### src/rtl/clock_gating_pkg.sv
// Constants, types and helpers shared by the clock-gating control block
package clock_gating_pkg;

  // ***************************************************************
  // Bus geometry
  // ***************************************************************
  localparam int ADDR_W = 12;
  localparam int DATA_W = 32;
  localparam int SEL_W  = 4;
  localparam int BYTE_W = 8;
  localparam int WORD_LSB = 2;

  // ***************************************************************
  // Register offsets (byte addresses)
  // ***************************************************************
  localparam logic [ADDR_W-1:0] RUN_GATE_0_OFFSET   = 12'h100;
  localparam logic [ADDR_W-1:0] RUN_GATE_1_OFFSET   = 12'h104;
  localparam logic [ADDR_W-1:0] SLEEP_GATE_0_OFFSET = 12'h110;
  localparam logic [ADDR_W-1:0] SLEEP_GATE_1_OFFSET = 12'h114;
  localparam logic [ADDR_W-1:0] DEEP_GATE_0_OFFSET  = 12'h120;
  localparam logic [ADDR_W-1:0] DEEP_GATE_1_OFFSET  = 12'h124;
  localparam logic [ADDR_W-1:0] MODE_CTRL_OFFSET    = 12'h200;
  localparam logic [ADDR_W-1:0] STATUS_OFFSET       = 12'h204;

  // ***************************************************************
  // Reset values and writable masks
  // ***************************************************************
  localparam logic [DATA_W-1:0] GATE_0_RESET    = 32'h00000040;
  localparam logic [DATA_W-1:0] GATE_1_RESET    = 32'h00000000;
  localparam logic [DATA_W-1:0] MODE_CTRL_RESET = 32'h00000000;
  localparam logic [DATA_W-1:0] GATE_0_MASK     = 32'h07000008;
  localparam logic [DATA_W-1:0] GATE_1_MASK     = 32'h000F1031;
  localparam logic [DATA_W-1:0] MODE_CTRL_MASK  = 32'h00000001;
  localparam logic [DATA_W-1:0] ZERO_WORD       = 32'h00000000;

  // ***************************************************************
  // Field positions
  // ***************************************************************
  localparam int FIELDBUS0_BIT   = 24;
  localparam int FIELDBUS1_BIT   = 25;
  localparam int FIELDBUS2_BIT   = 26;
  localparam int WATCHDOG_BIT    = 3;
  localparam int GP_GP_TIMER_UNIT0_CLOCK_ENABLE_BIT   = 16;
  localparam int GP_GP_TIMER_UNIT1_CLOCK_ENABLE_BIT   = 17;
  localparam int GP_GP_TIMER_UNIT2_CLOCK_ENABLE_BIT   = 18;
  localparam int GP_GP_TIMER_UNIT3_CLOCK_ENABLE_BIT   = 19;
  localparam int TWO_WIRE0_BIT   = 12;
  localparam int SYNC_SERIAL0_BIT  = 4;
  localparam int SYNC_SERIAL1_BIT  = 5;
  localparam int ASYNC_SERIAL0_BIT = 0;
  localparam int AUTO_GATING_BIT = 0;
  localparam int STATUS_MODE_LSB = 16;
  localparam int UNIT_COUNT      = 12;

  // ***************************************************************
  // Types
  // ***************************************************************
  typedef enum logic [1:0] {
    MODE_RUN,
    MODE_SLEEP,
    MODE_DEEP_SLEEP
  } power_mode_t;

  typedef enum logic [3:0] {
    UNIT_FIELDBUS0,
    UNIT_FIELDBUS1,
    UNIT_FIELDBUS2,
    UNIT_WATCHDOG,
    UNIT_GP_GP_TIMER_UNIT0_CLOCK_ENABLE,
    UNIT_GP_GP_TIMER_UNIT1_CLOCK_ENABLE,
    UNIT_GP_GP_TIMER_UNIT2_CLOCK_ENABLE,
    UNIT_GP_GP_TIMER_UNIT3_CLOCK_ENABLE,
    UNIT_TWO_WIRE0,
    UNIT_SYNC_SERIAL0,
    UNIT_SYNC_SERIAL1,
    UNIT_ASYNC_SERIAL0
  } unit_id_t;

  // Bit order follows unit_id_t, unit 0 in the lsb
  typedef logic [UNIT_COUNT-1:0] unit_enables_t;

  typedef struct packed {
    logic [DATA_W-1:0] word1;
    logic [DATA_W-1:0] word0;
  } gate_set_t;

  // Pull the per-unit enables out of one gate register pair
  function automatic unit_enables_t unpack_enables(input gate_set_t s);
    unit_enables_t e;
    e = '0;
    e[UNIT_FIELDBUS0]     = s.word0[FIELDBUS0_BIT];
    e[UNIT_FIELDBUS1]     = s.word0[FIELDBUS1_BIT];
    e[UNIT_FIELDBUS2]     = s.word0[FIELDBUS2_BIT];
    e[UNIT_WATCHDOG]      = s.word0[WATCHDOG_BIT];
    e[UNIT_GP_GP_TIMER_UNIT0_CLOCK_ENABLE]     = s.word1[GP_GP_TIMER_UNIT0_CLOCK_ENABLE_BIT];
    e[UNIT_GP_GP_TIMER_UNIT1_CLOCK_ENABLE]     = s.word1[GP_GP_TIMER_UNIT1_CLOCK_ENABLE_BIT];
    e[UNIT_GP_GP_TIMER_UNIT2_CLOCK_ENABLE]     = s.word1[GP_GP_TIMER_UNIT2_CLOCK_ENABLE_BIT];
    e[UNIT_GP_GP_TIMER_UNIT3_CLOCK_ENABLE]     = s.word1[GP_GP_TIMER_UNIT3_CLOCK_ENABLE_BIT];
    e[UNIT_TWO_WIRE0]     = s.word1[TWO_WIRE0_BIT];
    e[UNIT_SYNC_SERIAL0]  = s.word1[SYNC_SERIAL0_BIT];
    e[UNIT_SYNC_SERIAL1]  = s.word1[SYNC_SERIAL1_BIT];
    e[UNIT_ASYNC_SERIAL0] = s.word1[ASYNC_SERIAL0_BIT];
    return e;
  endfunction : unpack_enables

endpackage : clock_gating_pkg

### src/rtl/gate_register.sv
// One 32-bit control register with byte lanes and a writable-bit mask
module gate_register #(
  parameter logic [31:0] RESET_VALUE = 32'h00000000,
  parameter logic [31:0] WRITE_MASK  = 32'hFFFFFFFF
) (
  input  wire logic        ref_clk,
  input  wire logic        rst_b,
  input  wire logic        write_en,
  input  wire logic [3:0]  byte_sel,
  input  wire logic [31:0] write_data,
  output logic      [31:0] value
);

  logic [31:0] stored;
  logic [31:0] lane_mask;

  always_comb begin
    for (int i = 0; i < clock_gating_pkg::SEL_W; i++) begin
      lane_mask[i*clock_gating_pkg::BYTE_W +: clock_gating_pkg::BYTE_W] =
        {clock_gating_pkg::BYTE_W{byte_sel[i]}};
    end
  end

  // ***************************************************************
  // Storage
  // ***************************************************************
  always_ff @(posedge ref_clk or negedge rst_b) begin
    if (!rst_b) begin
      stored <= RESET_VALUE;
    end else if (write_en) begin
      stored <= (stored & ~lane_mask) | (write_data & lane_mask);
    end
  end

  // Reserved bits never leave the register, so they read as zero
  assign value = stored & WRITE_MASK;

endmodule : gate_register

### src/rtl/unit_access_check.sv
// Grants or faults a bus access aimed at one gated peripheral unit
module unit_access_check (
  input  wire logic                            ref_clk,
  input  wire logic                            rst_b,
  input  wire clock_gating_pkg::unit_enables_t enables,
  input  wire logic                            access_valid,
  input  wire clock_gating_pkg::unit_id_t      access_id,
  output logic                                 access_fault,
  output logic                                 access_grant
);

  logic target_on;

  // Codes past the last unit have no clock at all
  always_comb begin
    target_on = 1'b0;
    if (access_id <= clock_gating_pkg::UNIT_ASYNC_SERIAL0) begin
      target_on = enables[access_id];
    end
  end

  // ***************************************************************
  // One-cycle answer per request
  // ***************************************************************
  always_ff @(posedge ref_clk or negedge rst_b) begin
    if (!rst_b) begin
      access_fault <= 1'b0;
      access_grant <= 1'b0;
    end else begin
      access_fault <= access_valid & ~target_on;
      access_grant <= access_valid & target_on;
    end
  end

endmodule : unit_access_check

### src/rtl/peripheral_clock_gating.sv
// Clock-gating control registers and per-unit clock enables
//
// Design decision made here: the Wishbone slave port.
module peripheral_clock_gating (
  input  wire logic                          ref_clk,
  input  wire logic                          rst_b,
  input  wire logic                          wb_cyc_i,
  input  wire logic                          wb_stb_i,
  input  wire logic                          wb_we_i,
  input  wire logic [11:0]                   wb_adr_i,
  input  wire logic [3:0]                    wb_sel_i,
  input  wire logic [31:0]                   wb_dat_i,
  output logic      [31:0]                   wb_dat_o,
  output logic                               wb_ack_o,
  output logic                               wb_err_o,
  input  wire clock_gating_pkg::power_mode_t power_mode,
  input  wire logic                          unit_access_valid,
  input  wire clock_gating_pkg::unit_id_t    unit_access_id,
  output logic                               unit_access_fault,
  output logic                               unit_access_grant,
  output logic                               fieldbus_unit0_clock_enable,
  output logic                               fieldbus_unit1_clock_enable,
  output logic                               fieldbus_unit2_clock_enable,
  output logic                               watchdog_clock_enable,
  output logic                               gp_timer_unit0_clock_enable,
  output logic                               gp_timer_unit1_clock_enable,
  output logic                               gp_timer_unit2_clock_enable,
  output logic                               gp_timer_unit3_clock_enable,
  output logic                               two_wire_unit0_clock_enable,
  output logic                               sync_serial_unit0_clock_enable,
  output logic                               sync_serial_unit1_clock_enable,
  output logic                               async_serial_unit0_clock_enable
);

  // ***************************************************************
  // Declarations
  // ***************************************************************
  logic                            request;
  logic                            mapped;
  logic                            take_write;
  logic [31:0]                     read_word;
  logic [31:0]                     run_clock_gate_0;
  logic [31:0]                     run_clock_gate_1;
  logic [31:0]                     sleep_clock_gate_0;
  logic [31:0]                     sleep_clock_gate_1;
  logic [31:0]                     deep_sleep_clock_gate_0;
  logic [31:0]                     deep_sleep_clock_gate_1;
  logic [31:0]                     run_clock_config;
  logic [31:0]                     status_word;
  logic                            auto_gating_select;
  clock_gating_pkg::gate_set_t     run_set;
  clock_gating_pkg::gate_set_t     sleep_set;
  clock_gating_pkg::gate_set_t     deep_set;
  clock_gating_pkg::gate_set_t     next_set;
  clock_gating_pkg::unit_enables_t next_enables;
  clock_gating_pkg::unit_enables_t enables;
  clock_gating_pkg::power_mode_t   applied_mode;

  // ***************************************************************
  // Address decode
  // ***************************************************************
  function automatic logic hits(input logic [11:0] adr,
                                input logic [11:0] offset);
    return adr[11:clock_gating_pkg::WORD_LSB] ==
           offset[11:clock_gating_pkg::WORD_LSB];
  endfunction : hits

  assign request = wb_cyc_i & wb_stb_i;

  always_comb begin
    mapped = hits(wb_adr_i, clock_gating_pkg::RUN_GATE_0_OFFSET)
           | hits(wb_adr_i, clock_gating_pkg::RUN_GATE_1_OFFSET)
           | hits(wb_adr_i, clock_gating_pkg::SLEEP_GATE_0_OFFSET)
           | hits(wb_adr_i, clock_gating_pkg::SLEEP_GATE_1_OFFSET)
           | hits(wb_adr_i, clock_gating_pkg::DEEP_GATE_0_OFFSET)
           | hits(wb_adr_i, clock_gating_pkg::DEEP_GATE_1_OFFSET)
           | hits(wb_adr_i, clock_gating_pkg::MODE_CTRL_OFFSET)
           | hits(wb_adr_i, clock_gating_pkg::STATUS_OFFSET);
  end

  // Writes land on the edge where the master samples ack
  assign take_write = request & wb_we_i & wb_ack_o;

  // ***************************************************************
  // Run set
  // ***************************************************************
  gate_register #(
    .RESET_VALUE (clock_gating_pkg::GATE_0_RESET),
    .WRITE_MASK  (clock_gating_pkg::GATE_0_MASK)
  ) u_run_gate_0 (
    .ref_clk    (ref_clk),
    .rst_b      (rst_b),
    .write_en   (take_write &
                 hits(wb_adr_i, clock_gating_pkg::RUN_GATE_0_OFFSET)),
    .byte_sel   (wb_sel_i),
    .write_data (wb_dat_i),
    .value      (run_clock_gate_0)
  );

  gate_register #(
    .RESET_VALUE (clock_gating_pkg::GATE_1_RESET),
    .WRITE_MASK  (clock_gating_pkg::GATE_1_MASK)
  ) u_run_gate_1 (
    .ref_clk    (ref_clk),
    .rst_b      (rst_b),
    .write_en   (take_write &
                 hits(wb_adr_i, clock_gating_pkg::RUN_GATE_1_OFFSET)),
    .byte_sel   (wb_sel_i),
    .write_data (wb_dat_i),
    .value      (run_clock_gate_1)
  );

  // ***************************************************************
  // Sleep set
  // ***************************************************************
  gate_register #(
    .RESET_VALUE (clock_gating_pkg::GATE_0_RESET),
    .WRITE_MASK  (clock_gating_pkg::GATE_0_MASK)
  ) u_sleep_gate_0 (
    .ref_clk    (ref_clk),
    .rst_b      (rst_b),
    .write_en   (take_write &
                 hits(wb_adr_i, clock_gating_pkg::SLEEP_GATE_0_OFFSET)),
    .byte_sel   (wb_sel_i),
    .write_data (wb_dat_i),
    .value      (sleep_clock_gate_0)
  );

  gate_register #(
    .RESET_VALUE (clock_gating_pkg::GATE_1_RESET),
    .WRITE_MASK  (clock_gating_pkg::GATE_1_MASK)
  ) u_sleep_gate_1 (
    .ref_clk    (ref_clk),
    .rst_b      (rst_b),
    .write_en   (take_write &
                 hits(wb_adr_i, clock_gating_pkg::SLEEP_GATE_1_OFFSET)),
    .byte_sel   (wb_sel_i),
    .write_data (wb_dat_i),
    .value      (sleep_clock_gate_1)
  );

  // ***************************************************************
  // Deep-sleep set
  // ***************************************************************
  // Bit 6 of the reset value is outside the writable mask: reads zero
  gate_register #(
    .RESET_VALUE (clock_gating_pkg::GATE_0_RESET),
    .WRITE_MASK  (clock_gating_pkg::GATE_0_MASK)
  ) u_deep_gate_0 (
    .ref_clk    (ref_clk),
    .rst_b      (rst_b),
    .write_en   (take_write &
                 hits(wb_adr_i, clock_gating_pkg::DEEP_GATE_0_OFFSET)),
    .byte_sel   (wb_sel_i),
    .write_data (wb_dat_i),
    .value      (deep_sleep_clock_gate_0)
  );

  gate_register #(
    .RESET_VALUE (clock_gating_pkg::GATE_1_RESET),
    .WRITE_MASK  (clock_gating_pkg::GATE_1_MASK)
  ) u_deep_gate_1 (
    .ref_clk    (ref_clk),
    .rst_b      (rst_b),
    .write_en   (take_write &
                 hits(wb_adr_i, clock_gating_pkg::DEEP_GATE_1_OFFSET)),
    .byte_sel   (wb_sel_i),
    .write_data (wb_dat_i),
    .value      (deep_sleep_clock_gate_1)
  );

  // ***************************************************************
  // Mode control
  // ***************************************************************
  gate_register #(
    .RESET_VALUE (clock_gating_pkg::MODE_CTRL_RESET),
    .WRITE_MASK  (clock_gating_pkg::MODE_CTRL_MASK)
  ) u_mode_ctrl (
    .ref_clk    (ref_clk),
    .rst_b      (rst_b),
    .write_en   (take_write &
                 hits(wb_adr_i, clock_gating_pkg::MODE_CTRL_OFFSET)),
    .byte_sel   (wb_sel_i),
    .write_data (wb_dat_i),
    .value      (run_clock_config)
  );

  assign auto_gating_select =
    run_clock_config[clock_gating_pkg::AUTO_GATING_BIT];

  // ***************************************************************
  // Set selection
  // ***************************************************************
  assign run_set   = '{word1: run_clock_gate_1, word0: run_clock_gate_0};
  assign sleep_set = '{word1: sleep_clock_gate_1,
                       word0: sleep_clock_gate_0};
  assign deep_set  = '{word1: deep_sleep_clock_gate_1,
                       word0: deep_sleep_clock_gate_0};

  // Without auto gating the run set stays in force in every mode
  always_comb begin
    next_set = run_set;
    if (auto_gating_select) begin
      unique case (power_mode)
        clock_gating_pkg::MODE_RUN:        next_set = run_set;
        clock_gating_pkg::MODE_SLEEP:      next_set = sleep_set;
        clock_gating_pkg::MODE_DEEP_SLEEP: next_set = deep_set;
        default:                           next_set = run_set;
      endcase
    end
    next_enables = clock_gating_pkg::unpack_enables(next_set);
  end

  always_ff @(posedge ref_clk or negedge rst_b) begin
    if (!rst_b) begin
      enables <= '0;
    end else begin
      enables <= next_enables;
    end
  end

  always_ff @(posedge ref_clk or negedge rst_b) begin
    if (!rst_b) begin
      applied_mode <= clock_gating_pkg::MODE_RUN;
    end else if (auto_gating_select) begin
      applied_mode <= power_mode;
    end else begin
      applied_mode <= clock_gating_pkg::MODE_RUN;
    end
  end

  // ***************************************************************
  // Unit clock enables
  // ***************************************************************
  always_comb begin
    fieldbus_unit0_clock_enable =
      enables[clock_gating_pkg::UNIT_FIELDBUS0];
    fieldbus_unit1_clock_enable =
      enables[clock_gating_pkg::UNIT_FIELDBUS1];
    fieldbus_unit2_clock_enable =
      enables[clock_gating_pkg::UNIT_FIELDBUS2];
    watchdog_clock_enable =
      enables[clock_gating_pkg::UNIT_WATCHDOG];
    gp_timer_unit0_clock_enable =
      enables[clock_gating_pkg::UNIT_GP_GP_TIMER_UNIT0_CLOCK_ENABLE];
    gp_timer_unit1_clock_enable =
      enables[clock_gating_pkg::UNIT_GP_GP_TIMER_UNIT1_CLOCK_ENABLE];
    gp_timer_unit2_clock_enable =
      enables[clock_gating_pkg::UNIT_GP_GP_TIMER_UNIT2_CLOCK_ENABLE];
    gp_timer_unit3_clock_enable =
      enables[clock_gating_pkg::UNIT_GP_GP_TIMER_UNIT3_CLOCK_ENABLE];
    two_wire_unit0_clock_enable =
      enables[clock_gating_pkg::UNIT_TWO_WIRE0];
    sync_serial_unit0_clock_enable =
      enables[clock_gating_pkg::UNIT_SYNC_SERIAL0];
    sync_serial_unit1_clock_enable =
      enables[clock_gating_pkg::UNIT_SYNC_SERIAL1];
    async_serial_unit0_clock_enable =
      enables[clock_gating_pkg::UNIT_ASYNC_SERIAL0];
  end

  // ***************************************************************
  // Peripheral access fault
  // ***************************************************************
  unit_access_check u_access_check (
    .ref_clk      (ref_clk),
    .rst_b        (rst_b),
    .enables      (enables),
    .access_valid (unit_access_valid),
    .access_id    (unit_access_id),
    .access_fault (unit_access_fault),
    .access_grant (unit_access_grant)
  );

  // ***************************************************************
  // Read data
  // ***************************************************************
  always_comb begin
    status_word = clock_gating_pkg::ZERO_WORD;
    status_word[clock_gating_pkg::UNIT_COUNT-1:0] = enables;
    status_word[clock_gating_pkg::STATUS_MODE_LSB +: 2] = applied_mode;
  end

  always_comb begin
    read_word = clock_gating_pkg::ZERO_WORD;
    if (hits(wb_adr_i, clock_gating_pkg::RUN_GATE_0_OFFSET)) begin
      read_word = run_clock_gate_0;
    end
    if (hits(wb_adr_i, clock_gating_pkg::RUN_GATE_1_OFFSET)) begin
      read_word = run_clock_gate_1;
    end
    if (hits(wb_adr_i, clock_gating_pkg::SLEEP_GATE_0_OFFSET)) begin
      read_word = sleep_clock_gate_0;
    end
    if (hits(wb_adr_i, clock_gating_pkg::SLEEP_GATE_1_OFFSET)) begin
      read_word = sleep_clock_gate_1;
    end
    if (hits(wb_adr_i, clock_gating_pkg::DEEP_GATE_0_OFFSET)) begin
      read_word = deep_sleep_clock_gate_0;
    end
    if (hits(wb_adr_i, clock_gating_pkg::DEEP_GATE_1_OFFSET)) begin
      read_word = deep_sleep_clock_gate_1;
    end
    if (hits(wb_adr_i, clock_gating_pkg::MODE_CTRL_OFFSET)) begin
      read_word = run_clock_config;
    end
    if (hits(wb_adr_i, clock_gating_pkg::STATUS_OFFSET)) begin
      read_word = status_word;
    end
  end

  // ***************************************************************
  // Bus answer
  // ***************************************************************
  // One wait state; ack or err drops the cycle after it is given
  always_ff @(posedge ref_clk or negedge rst_b) begin
    if (!rst_b) begin
      wb_ack_o <= 1'b0;
      wb_err_o <= 1'b0;
    end else begin
      wb_ack_o <= request & ~wb_ack_o & ~wb_err_o & mapped;
      wb_err_o <= request & ~wb_ack_o & ~wb_err_o & ~mapped;
    end
  end

  always_ff @(posedge ref_clk or negedge rst_b) begin
    if (!rst_b) begin
      wb_dat_o <= clock_gating_pkg::ZERO_WORD;
    end else if (request & ~wb_ack_o & ~wb_err_o) begin
      wb_dat_o <= read_word;
    end
  end

endmodule : peripheral_clock_gating

### config.mk
export PLATFORM = sky130hd
export DESIGN_NAME = peripheral_clock_gating
export DESIGN_NICKNAME = d
export VERILOG_FILES = /design/src/rtl/clock_gating_pkg.sv /design/src/rtl/gate_register.sv /design/src/rtl/unit_access_check.sv /design/src/rtl/peripheral_clock_gating.sv
export SDC_FILE = /design/constraint.sdc
export NUM_CORES = 1
export LEC_CHECK = 0
export ABC_AREA = 0
export ABC_CLOCK_PERIOD_IN_PS = 1900
export BUFFER_PORTS_ARGS = -buffer_cell sky130_fd_sc_hd__buf_2
export CORE_ASPECT_RATIO = 0.75
export CORE_MARGIN = 8
export CORE_UTILIZATION = 50
export CTS_BUF_LIST = sky130_fd_sc_hd__clkbuf_4
export DETAILED_ROUTE_END_ITERATION = 10
export PLACE_DENSITY = 0.69
export SLEW_MARGIN = 0
export SYNTH_ARGS = -nofsm -noshare
export SYNTH_HDL_FRONTEND = slang
export SYNTH_HIERARCHICAL = 1
export SYNTH_SLANG_ARGS = --single-unit
### constraint.sdc
create_clock -name ref_clk -period 1.9 [get_ports ref_clk]
set_input_delay 0.38 -clock ref_clk [delete_from_list [all_inputs] [get_ports ref_clk]]
set_output_delay 0.38 -clock ref_clk [all_outputs]
set_load 0.02 [all_outputs]
==> impl_metrics.ini, run 1 <==
[synthesis]
synth_edf_count = 0
ys_seq_elements = 87
synth_compound_area_share_pct = 25.0
synthDominantCellAreaShare_pct = 27.5
synth-seq-area-share_pct = 27.5
synth_area_sq_mm = 0.00792
async_flop_share_pct = 100
synth_cells = 972
synth_xor_area_share_pct = 0
yosysTopAreaCell = dfrtp_1
synth_area_leaders = dfrtp_1 (28%), buf_4 (18%), nor2_1 (5.4%)
synth-simple-area-share_pct = 15.0
synth.mux.area_fraction_pct = 9.45
synth_ff_type = dfrtp_1
post_synth.cell_area_avg_sq_um = 8.14
synth_warnings = 6
synth_fa_ha_area_share_pct = 0.316
yosysUniqueCellTypes = 65
synth_top_family_by_area = compound AO/OA/AOI/OAI gates

[die]
io_pins = 108
design.die.area_sq_mm = 0.0202
coreArea_sq_mm = 0.0158
die_w_um = 161
fp-row-count = 40
start_util_pct = 50.2
die_y_um = 125

[sta]
slew_headroom_pct = 66.4
fmax_ghz = 0.583
hold_violations = 0
fin_setup_tns_ns = 0
worst_slew_pin_slew_ns = 0.504
skew_ns = 0.0200
fin_crit_ns = 1.71
setup_violations = 0
period_share_pct = 90.2
drv_slew = 0
rsz0062_at_grt = false

[global_route]
grtUsageTotal_pct = 21.6
grt_overflow = 0
grt_max_degree = 50
grt_pass1_wl_um = 35000
grt_pass1_vias = 6127
antenna_found_initial = 2

[clocking]
cts-root-buf = clkbuf_4
clock_sinks = 87
cts_buffer_depth = 2
cts_tree = done
clk_pin_slew_worst_paths_ns = 0.14
numCtsBuffers = 9
cts_max_level = 3
insertion_delay_ns = 0.47
cts-resized-gates = 0

[power]
peakVddDrop_uv = 323
seqPwrFrac_pct = 52.6
p_clk_share_pct = 24.8
pwr-share-comb_pct = 22.7
switching_share_pct = 32.3
p_leak_nw = 4.02
power_switching_mw = 1.19
power_density_mw_per_mm2 = 437
intPower_mw = 2.49

[route]
routedWlPerCell_um = 17.2
vias = 6752
final_antenna_net_count = 0
drt-total-wl_um = 22100
drtIter0Drc = 638
drt-vias-per-instance = 5.25
drcViolationCount = 0
drt_pass1_iterations = 5

[cells_and_area]
final_core_util_pct = 53.5
n_fill_cell = 1537
antennaDiodeCount = 0
drive_gt1_share_pct = 23.7
area_growth_pct = 6.48
fin_cells = 1286
fin_nets = 1136

[placed_design]
dp_cells = 1272
gp_congestion = 0.901
hpwl_um = 16200
io_buffers = 85

[critical_path]
worst_ep_arrival_time_ns = 2.11
reg2reg_slack_ns = 0.19
cp-start-kind = flop
endpoint = wb_dat_o[5]
crit_type = reg2reg
setup.worst_path.start = wb_err_o
crit_path_end_kind = flop
cp_max_fo = 14
rr_worst_depth = 7
r2r-start = wb_err_o
cp.required_ns = 2.30
reg2reg_to = wb_dat_o[5]

[status]
status = complete, no violations

[worst_hold_path]
hold_class = in2reg

[run]
cap_violations = 0
==> how the worst min path moves through the flow <==
stage,slack (ns),cells after the start,startpoint,endpoint
after floorplan,0.08,0,rst_b,applied_mode[0]
after global placement,0.21,1,rst_b,wb_dat_o[14]
after detailed placement,0.21,1,rst_b,wb_dat_o[14]
after CTS,0.10,3,unit_access_valid,u_access_check/access_fault
after global routing,0.12,3,unit_access_valid,u_access_check/access_fault
final,0.14,3,unit_access_valid,u_access_check/access_fault
==> cells by family after synthesis <==
group | Yosys count
flops | 87
mux | 63
other cells | 7
compound gates | 290
simple gates | 246
buf+inv | 277
fa+ha+maj | 2
==> layout make-up <==
type,count,area (sq um),area share (%)
Clock inverter,2,11.3,0.134
Inverter,26,97.6,1.16
Clock buffer,11,82.6,0.980
Tap cell,210,263,3.12
Multi-Input combinational cell,788,4700,55.8
Timing Repair Buffer,162,1100,13.0
Sequential cell,87,2180,25.8
==> critical path, cell delays in order (launching register included) <==
cell and delay [ns]:
dfrtp_1 0.43, nand4bb_2 0.28, buf_12 0.18, nor2_1 0.09, buf_4 0.24, o21ai_0 0.12, o22a_1 0.20, o21ai_1 0.08
==> layer usage <==
| layer | global-route usage [%] | up-vias | wire length [um] |
|---|---|---|---|
| li1 | - | 3260 | - |
| met1 | 32.0 | 3172 | 10700 |
| met2 | 30.1 | 288 | 9100 |
| met3 | 6.49 | 28 | 2040 |
| met4 | 4.73 | 4 | 265 |
| met5 | 0 | - | 20 |
==> cell usage after synthesis, drive strengths merged, types with 11 or more instances <==
library cell	n
a21oi	49
o21ai	89
o22a	13
clkbuf	46
nand2	55
o31ai	12
nor2	116
dfrtp	87
nor3	11
a21o	16
nand2b	17
buf	205
o32a	13
nor2b	16
inv	26
mux2	44
a32oi	16
a22oi	25
mux2i	17
==> timing repair <==
item                       in CTS  in global routing
setup endpoints to repair       0                  0
setup buffers                   0                  0
hold endpoints to repair       87                  0
hold buffers                    1                  0
==> cell usage in the layout, fill, tap and decap left out, types with 7 or more instances in the layout <==
cell type / instances
a21o_1: 16
a21oi_1: 49
a22oi_1: 25
a2bb2oi_1: 8
a32oi_1: 16
buf_12: 7
buf_2: 84
buf_4: 70
clkbuf_4: 11
conb_1: 187
dfrtp_1: 87
inv_1: 26
mux2_2: 34
mux2_4: 10
mux2i_1: 17
nand2_1: 48
nand2b_1: 16
nand3_1: 7
nor2_1: 110
nor2b_1: 16
o21ai_0: 76
o21ai_1: 13
o221a_2: 7
o22a_1: 13
o2bb2ai_1: 10
o31ai_1: 12
o32a_1: 13
==> power groups by stage <==
stage | sequential (mW) | combinational (mW) | clock (mW)
2_1_floorplan | 2.03 | 0.701 | 0
3_3_place_gp | 1.97 | 0.806 | 0
3_5_place_dp | 1.97 | 0.814 | 0
4_1_cts | 1.93 | 0.818 | 0.942
5_1_grt | 1.94 | 0.924 | 1.01
6_report | 1.93 | 0.834 | 0.911
==> through the flow <==
step	hold slack, ns	power [mW]	area, sq um	worst slack (ns)
finish	0.143	3.68	8430	0.186
global route	0.122	3.88	8430	0.114
CTS	0.103	3.69	8430	0.203
detailed placement	0.210	2.78	8320	-0.241
global placement	0.211	2.77	8320	-0.215
floorplan	0.0844	2.73	8650	-0.110
No activity file was read; power rests on OpenSTA's default activity.
==> run 2: changes to the inputs <==
- CORE_ASPECT_RATIO: 0.75 -> default
==> run 2 against run 1 <==
Combinational power about the same. Wire length down 4.1%. Core utilization up 0.70 points. Maximum frequency down 3.6%. Global-route usage down 0.099 points. Sequential power about the same. Critical endpoint is now wb_dat_o[16].
==> impl_metrics.ini, run 2 (synthesized netlist as in run 1, its figures left out) <==
[global_route]
grtUsageTotal_pct = 21.5
grt_max_degree = 80
grt_pass1_vias = 6266
grt_pass1_wl_um = 34000
antenna_found_initial = 3
grt_overflow = 0

[cells_and_area]
final_common_cell = conb_1
area_growth_pct = 7.11
fin_nets = 1143
drive_gt1_share_pct = 24.3
final_core_util_pct = 54.2
antennaDiodeCount = 0
fin_cells = 1301
final_cell_mix = conb_1 (187), nor2_1 (110), dfrtp_1 (87)

[power]
power_density_mw_per_mm2 = 439
p_leak_nw = 4.05
peakVddDrop_uv = 383

[placed_design]
io_buffers = 85
hpwl_um = 15800
gp_congestion = 0.883
dp_cells = 1285

[die]
design.die.area_sq_mm = 0.0201
die_w_um = 142
coreArea_sq_mm = 0.0157
start_util_pct = 50.6
io_pins = 108
die_y_um = 142
fp-row-count = 46

[critical_path]
timing.critical_path.buf_inv = 1
slowest_delay_ns = 0.42
cp.required_ns = 2.27
crit_path_end_kind = flop
rr_worst_depth = 4
reg2reg_slack_ns = 0.12
cp_max_fo = 6
crit_family = compound AO/OA/AOI/OAI gates
cp.depth = 4
cp_cell_sequence = nand4bb_2 -> buf_4 -> a221o_1 -> o32a_1
cp-start-kind = flop
crit_type = reg2reg
worst_ep_arrival_time_ns = 2.15
slowest_stage = dfrtp_1

[clocking]
cts_buffer_depth = 2
insertion_delay_ns = 0.48
clock_sinks = 87
clk_pin_slew_worst_paths_ns = 0.13
cts-root-buf = clkbuf_4
cts-resized-gates = 0
cts_max_level = 3
postCtsSetupBuffers = 0
cts_tree = done
hold_buffers = 1
numCtsBuffers = 9

[route]
routedWlPerCell_um = 16.3
drcViolationCount = 0
vias = 6687
drt_pass1_iterations = 5
drt-total-wl_um = 21200
final_antenna_net_count = 0
drtIter0Drc = 595
drt-vias-per-instance = 5.14

[sta]
fmax_ghz = 0.562
fin_crit_ns = 1.78
period_share_pct = 93.6
rsz0062_at_grt = false
slew_headroom_pct = 65.7
worst_slew_pin_slew_ns = 0.514
skew_ns = 0.0213
drv_slew = 0
setup_violations = 0
hold_violations = 0

[status]
status = complete, no violations

[run]
cap_violations = 0

[worst_hold_path]
hold_class = in2reg
hold_depth = 3
[run 2: cell count changes in the layout (fill, tap and decap cells not counted)]
cell / change
clkinv_4: +1
clkinv_2: +1
inv_6: +1
buf_12: -2
buf_4: +9
clkbuf_4: -1
[run 2: where the power goes]
| part | internal, mW | switching, mW | total [mW] |
|---|---|---|---|
| clock network | 0.277 | 0.676 | 0.953 |
| registers | 1.90 | 0.0322 | 1.94 |
| logic | 0.316 | 0.517 | 0.833 |
[run 2: per-stage QoR]
stage	power (mW)	worst slack, ns	TNS (ns)	hold slack (ns)	cell area [sq um]
after CTS	3.74	0.124	0	0.101	8480
after global routing	3.91	0.0571	0	0.116	8480
final	3.72	0.122	0	0.129	8480
after detailed placement	2.79	-0.280	-11.81	0.388	8360
after global placement	2.78	-0.252	-11.06	0.390	8360
after floorplan	2.73	-0.110	-2.19	0.0844	8650
[run 2: path summary, 6_finish.rpt]
path	start	end
worst min register to register	wb_dat_o[31]	wb_dat_o[31]
worst max register to register	wb_err_o	wb_dat_o[16]
worst max-delay path	wb_err_o	wb_dat_o[16]
max in group asynchronous	rst_b	wb_ack_o
min in group asynchronous	rst_b	applied_mode[1]
worst min-delay path	unit_access_valid	u_access_check/access_fault
[run 2: area by class of cell]
type / count / area (sq um)
Inverter: 26 / 97.6
Tap cell: 216 / 270
Clock buffer: 10 / 75.1
Clock inverter: 5 / 33.8
Timing Repair Buffer: 169 / 1120
Multi-Input combinational cell: 788 / 4700
Fill cell: 1529 / 7180
Sequential cell: 87 / 2180
[run 2: routing by layer]
metal,part of all wire (%),track usage (%),vias to the layer above,wire (um)
met4,1.6,6.67,6,329
li1,-,-,3286,-
met1,47,30.3,3156,10000
met3,7.2,4.70,29,1520
met2,44,32.0,210,9260
met5,0.17,0,-,37
[run 2: worst min-delay path, delay by kind of cell]
kind,cells,cell delay [ns]
buf+inv,2,0.17
compound gates,1,0.03
==> run 3: changes to the inputs <==
- ABC_AREA: 0 -> 1
- CORE_UTILIZATION: 50 -> 57
- PLACE_DENSITY: 0.69 -> 0.77
==> run 3 against run 2 <==
Area after synthesis is 3.7% lower. Maximum frequency rose by 0.86%. Wire length fell by 7.6%. Flip-flop and latch count did not move. Clock power is 10% higher. First-iteration DRC count shrank 9.4%. Design area shrank 4.1%. Combinational power is 54% lower. Critical path depth grew 3.
==> impl_metrics.ini, run 3 <==
[synthesis]
synth_common_cells = nand2_1 (346), buf_4 (193), nand3_1 (103)
synthDominantCellAreaShare_pct = 28.6
yosysUniqueCellTypes = 33
async_flop_share_pct = 100
post_synth.cell_area_avg_sq_um = 6.58
synth_area_leaders = dfrtp_1 (29%), buf_4 (19%), nand2_1 (17%)
ys_seq_elements = 87
yosysMostFrequentCell = nand2_1
synth-seq-area-share_pct = 28.6
synth_cells = 1159
synth_edf_count = 0
yosysTopAreaCell = dfrtp_1
synth_warnings = 6
synth_ff_type = dfrtp_1
synth_area_sq_mm = 0.00762

[clocking]
insertion_delay_ns = 0.49
cts-root-buf = clkbuf_4
numCtsBuffers = 9
cts_tree = done
cts_max_level = 3
clock_sinks = 87
clk_pin_slew_worst_paths_ns = 0.16
cts_buffer_depth = 2

[route]
drcViolationCount = 0
drt_pass1_iterations = 5
routedWlPerCell_um = 13.4
vias = 6989
drtIter0Drc = 539
final_antenna_net_count = 0
drt-vias-per-instance = 4.77
drt-total-wl_um = 19600

[global_route]
grt_pass1_vias = 6442
grt_max_degree = 37
antenna_found_initial = 1
grtUsageTotal_pct = 23.2
grt_overflow = 0
grt_pass1_wl_um = 32800

[sta]
slew_headroom_pct = 29.3
skew_ns = 0.0148
rsz0062_at_grt = false
period_share_pct = 92.8
hold_violations = 0
drv_slew = 0
fmax_ghz = 0.567
setup_violations = 0
fin_crit_ns = 1.76
worst_slew_pin_slew_ns = 1.06

[die]
coreArea_sq_mm = 0.0131
design.die.area_sq_mm = 0.0173
die_w_um = 132
fp-row-count = 42
io_pins = 108
die_y_um = 132
start_util_pct = 58.0

[cells_and_area]
fin_nets = 1345
drive_gt1_share_pct = 18.2
final_cell_mix = nand2_1 (346), conb_1 (187), nand3_1 (103)
area_growth_pct = 6.63
final_common_cell = nand2_1
final_core_util_pct = 61.9

[placed_design]
io_buffers = 85
gp_congestion = 0.934
hpwl_um = 15100

[critical_path]
crit_type = reg2reg
crit_path_end_kind = flop
worst_ep_arrival_time_ns = 2.20
cp_max_fo = 6
reg2reg_slack_ns = 0.14
cp.required_ns = 2.34
cp-start-kind = flop

[power]
totalPowerFinal_mw = 3.29
p_leak_nw = 4.72
peakVddDrop_uv = 222
power_density_mw_per_mm2 = 405

[status]
status = complete, no violations

[worst_hold_path]
hold_class = in2reg

[run]
cap_violations = 0
==> run 3: cell types whose count changed after synthesis, moves of 17 or more <==
cell / change
clkbuf_1: -28
inv_1: +46
mux2_2: -34
mux2i_1: -17
nand2_1: +295
nand3_1: +96
nor2_1: -23
o21ai_0: -69
==> run 3: cell type report <==
class	instances	area, sq um
inverter	88	334
sequential	87	2180
timing repair buffer	165	1120
multi-input combinational	931	4140
timing repair inverter	1	5.00
clock buffer	9	67.6
clock inverter	7	63.8
fill	1299	5010
tap	176	220
antenna	1	2.50
==> run 3: worst max-delay path, stage by stage (launching register included) <==
cell	delay [ns]
dfrtp_1	0.43
nor3_1	0.22
buf_4	0.21
clkinvlp_4	0.16
buf_4	0.19
nor4b_1	0.35
a21oi_1	0.08
nand2_1	0.08
==> run 3: worst paths after layout <==
path,from,endpoint,depth (start not counted)
setup / recovery,wb_ack_o,wb_dat_o[9],7
hold / removal,unit_access_valid,u_access_check/access_fault,3
setup reg to reg,wb_ack_o,wb_dat_o[9],7
hold reg to reg,wb_dat_o[24],wb_dat_o[24],2
max in group asynchronous,rst_b,wb_dat_o[15],3
min in group asynchronous,rst_b,async pin,2
==> run 3: kinds of logic after synthesis <==
family,count (synthesis),synth area share [%]
compound gates,112,8.32
fa+ha+maj,2,0.328
buf+inv,321,26.0
flops,87,28.6
other cells,7,0.345
simple gates,630,36.5
==> run 3: per-stage QoR <==
stage	hold WS (ns)	cells	instance area [sq um]	worst slack [ns]	setup TNS, ns
3_3_place_gp	0.375	1445	7970	-0.0824	-0.574
2_1_floorplan	0.0844	1339	8300	0.186	0
4_1_cts	0.0963	1462	8110	0.121	0
6_report	0.120	1465	8130	0.137	0
5_1_grt	0.0994	1465	8130	0.0128	0
3_5_place_dp	0.378	1445	7970	-0.114	-1.02
==> run 3: per-layer routing <==
metal / vias to the layer above / GRT usage (%) / share of wire, %
met2: 255 / 37.7 / 47
met1: 3118 / 29.7 / 43
met5: - / 0 / 0
li1: 3573 / - / -
met4: 0 / 8.62 / 2.5
met3: 43 / 5.11 / 7.5
==> run 3: power breakdown <==
part | total [mW] | switching (mW) | internal, mW
Sequential | 1.86 | 0.00329 | 1.86
Combinational | 0.380 | 0.266 | 0.114
Clock | 1.05 | 0.752 | 0.298
Total | 3.29 | 1.02 | 2.27
==> run 3: timing repair <==
action | CTS | global route
buffers inserted | 0 | 1
gates resized for setup | 0 | 1
hold buffers | 1 | 0
endpoints found under the setup margin | 0 | 10
endpoints found under the hold margin | 33 | 0
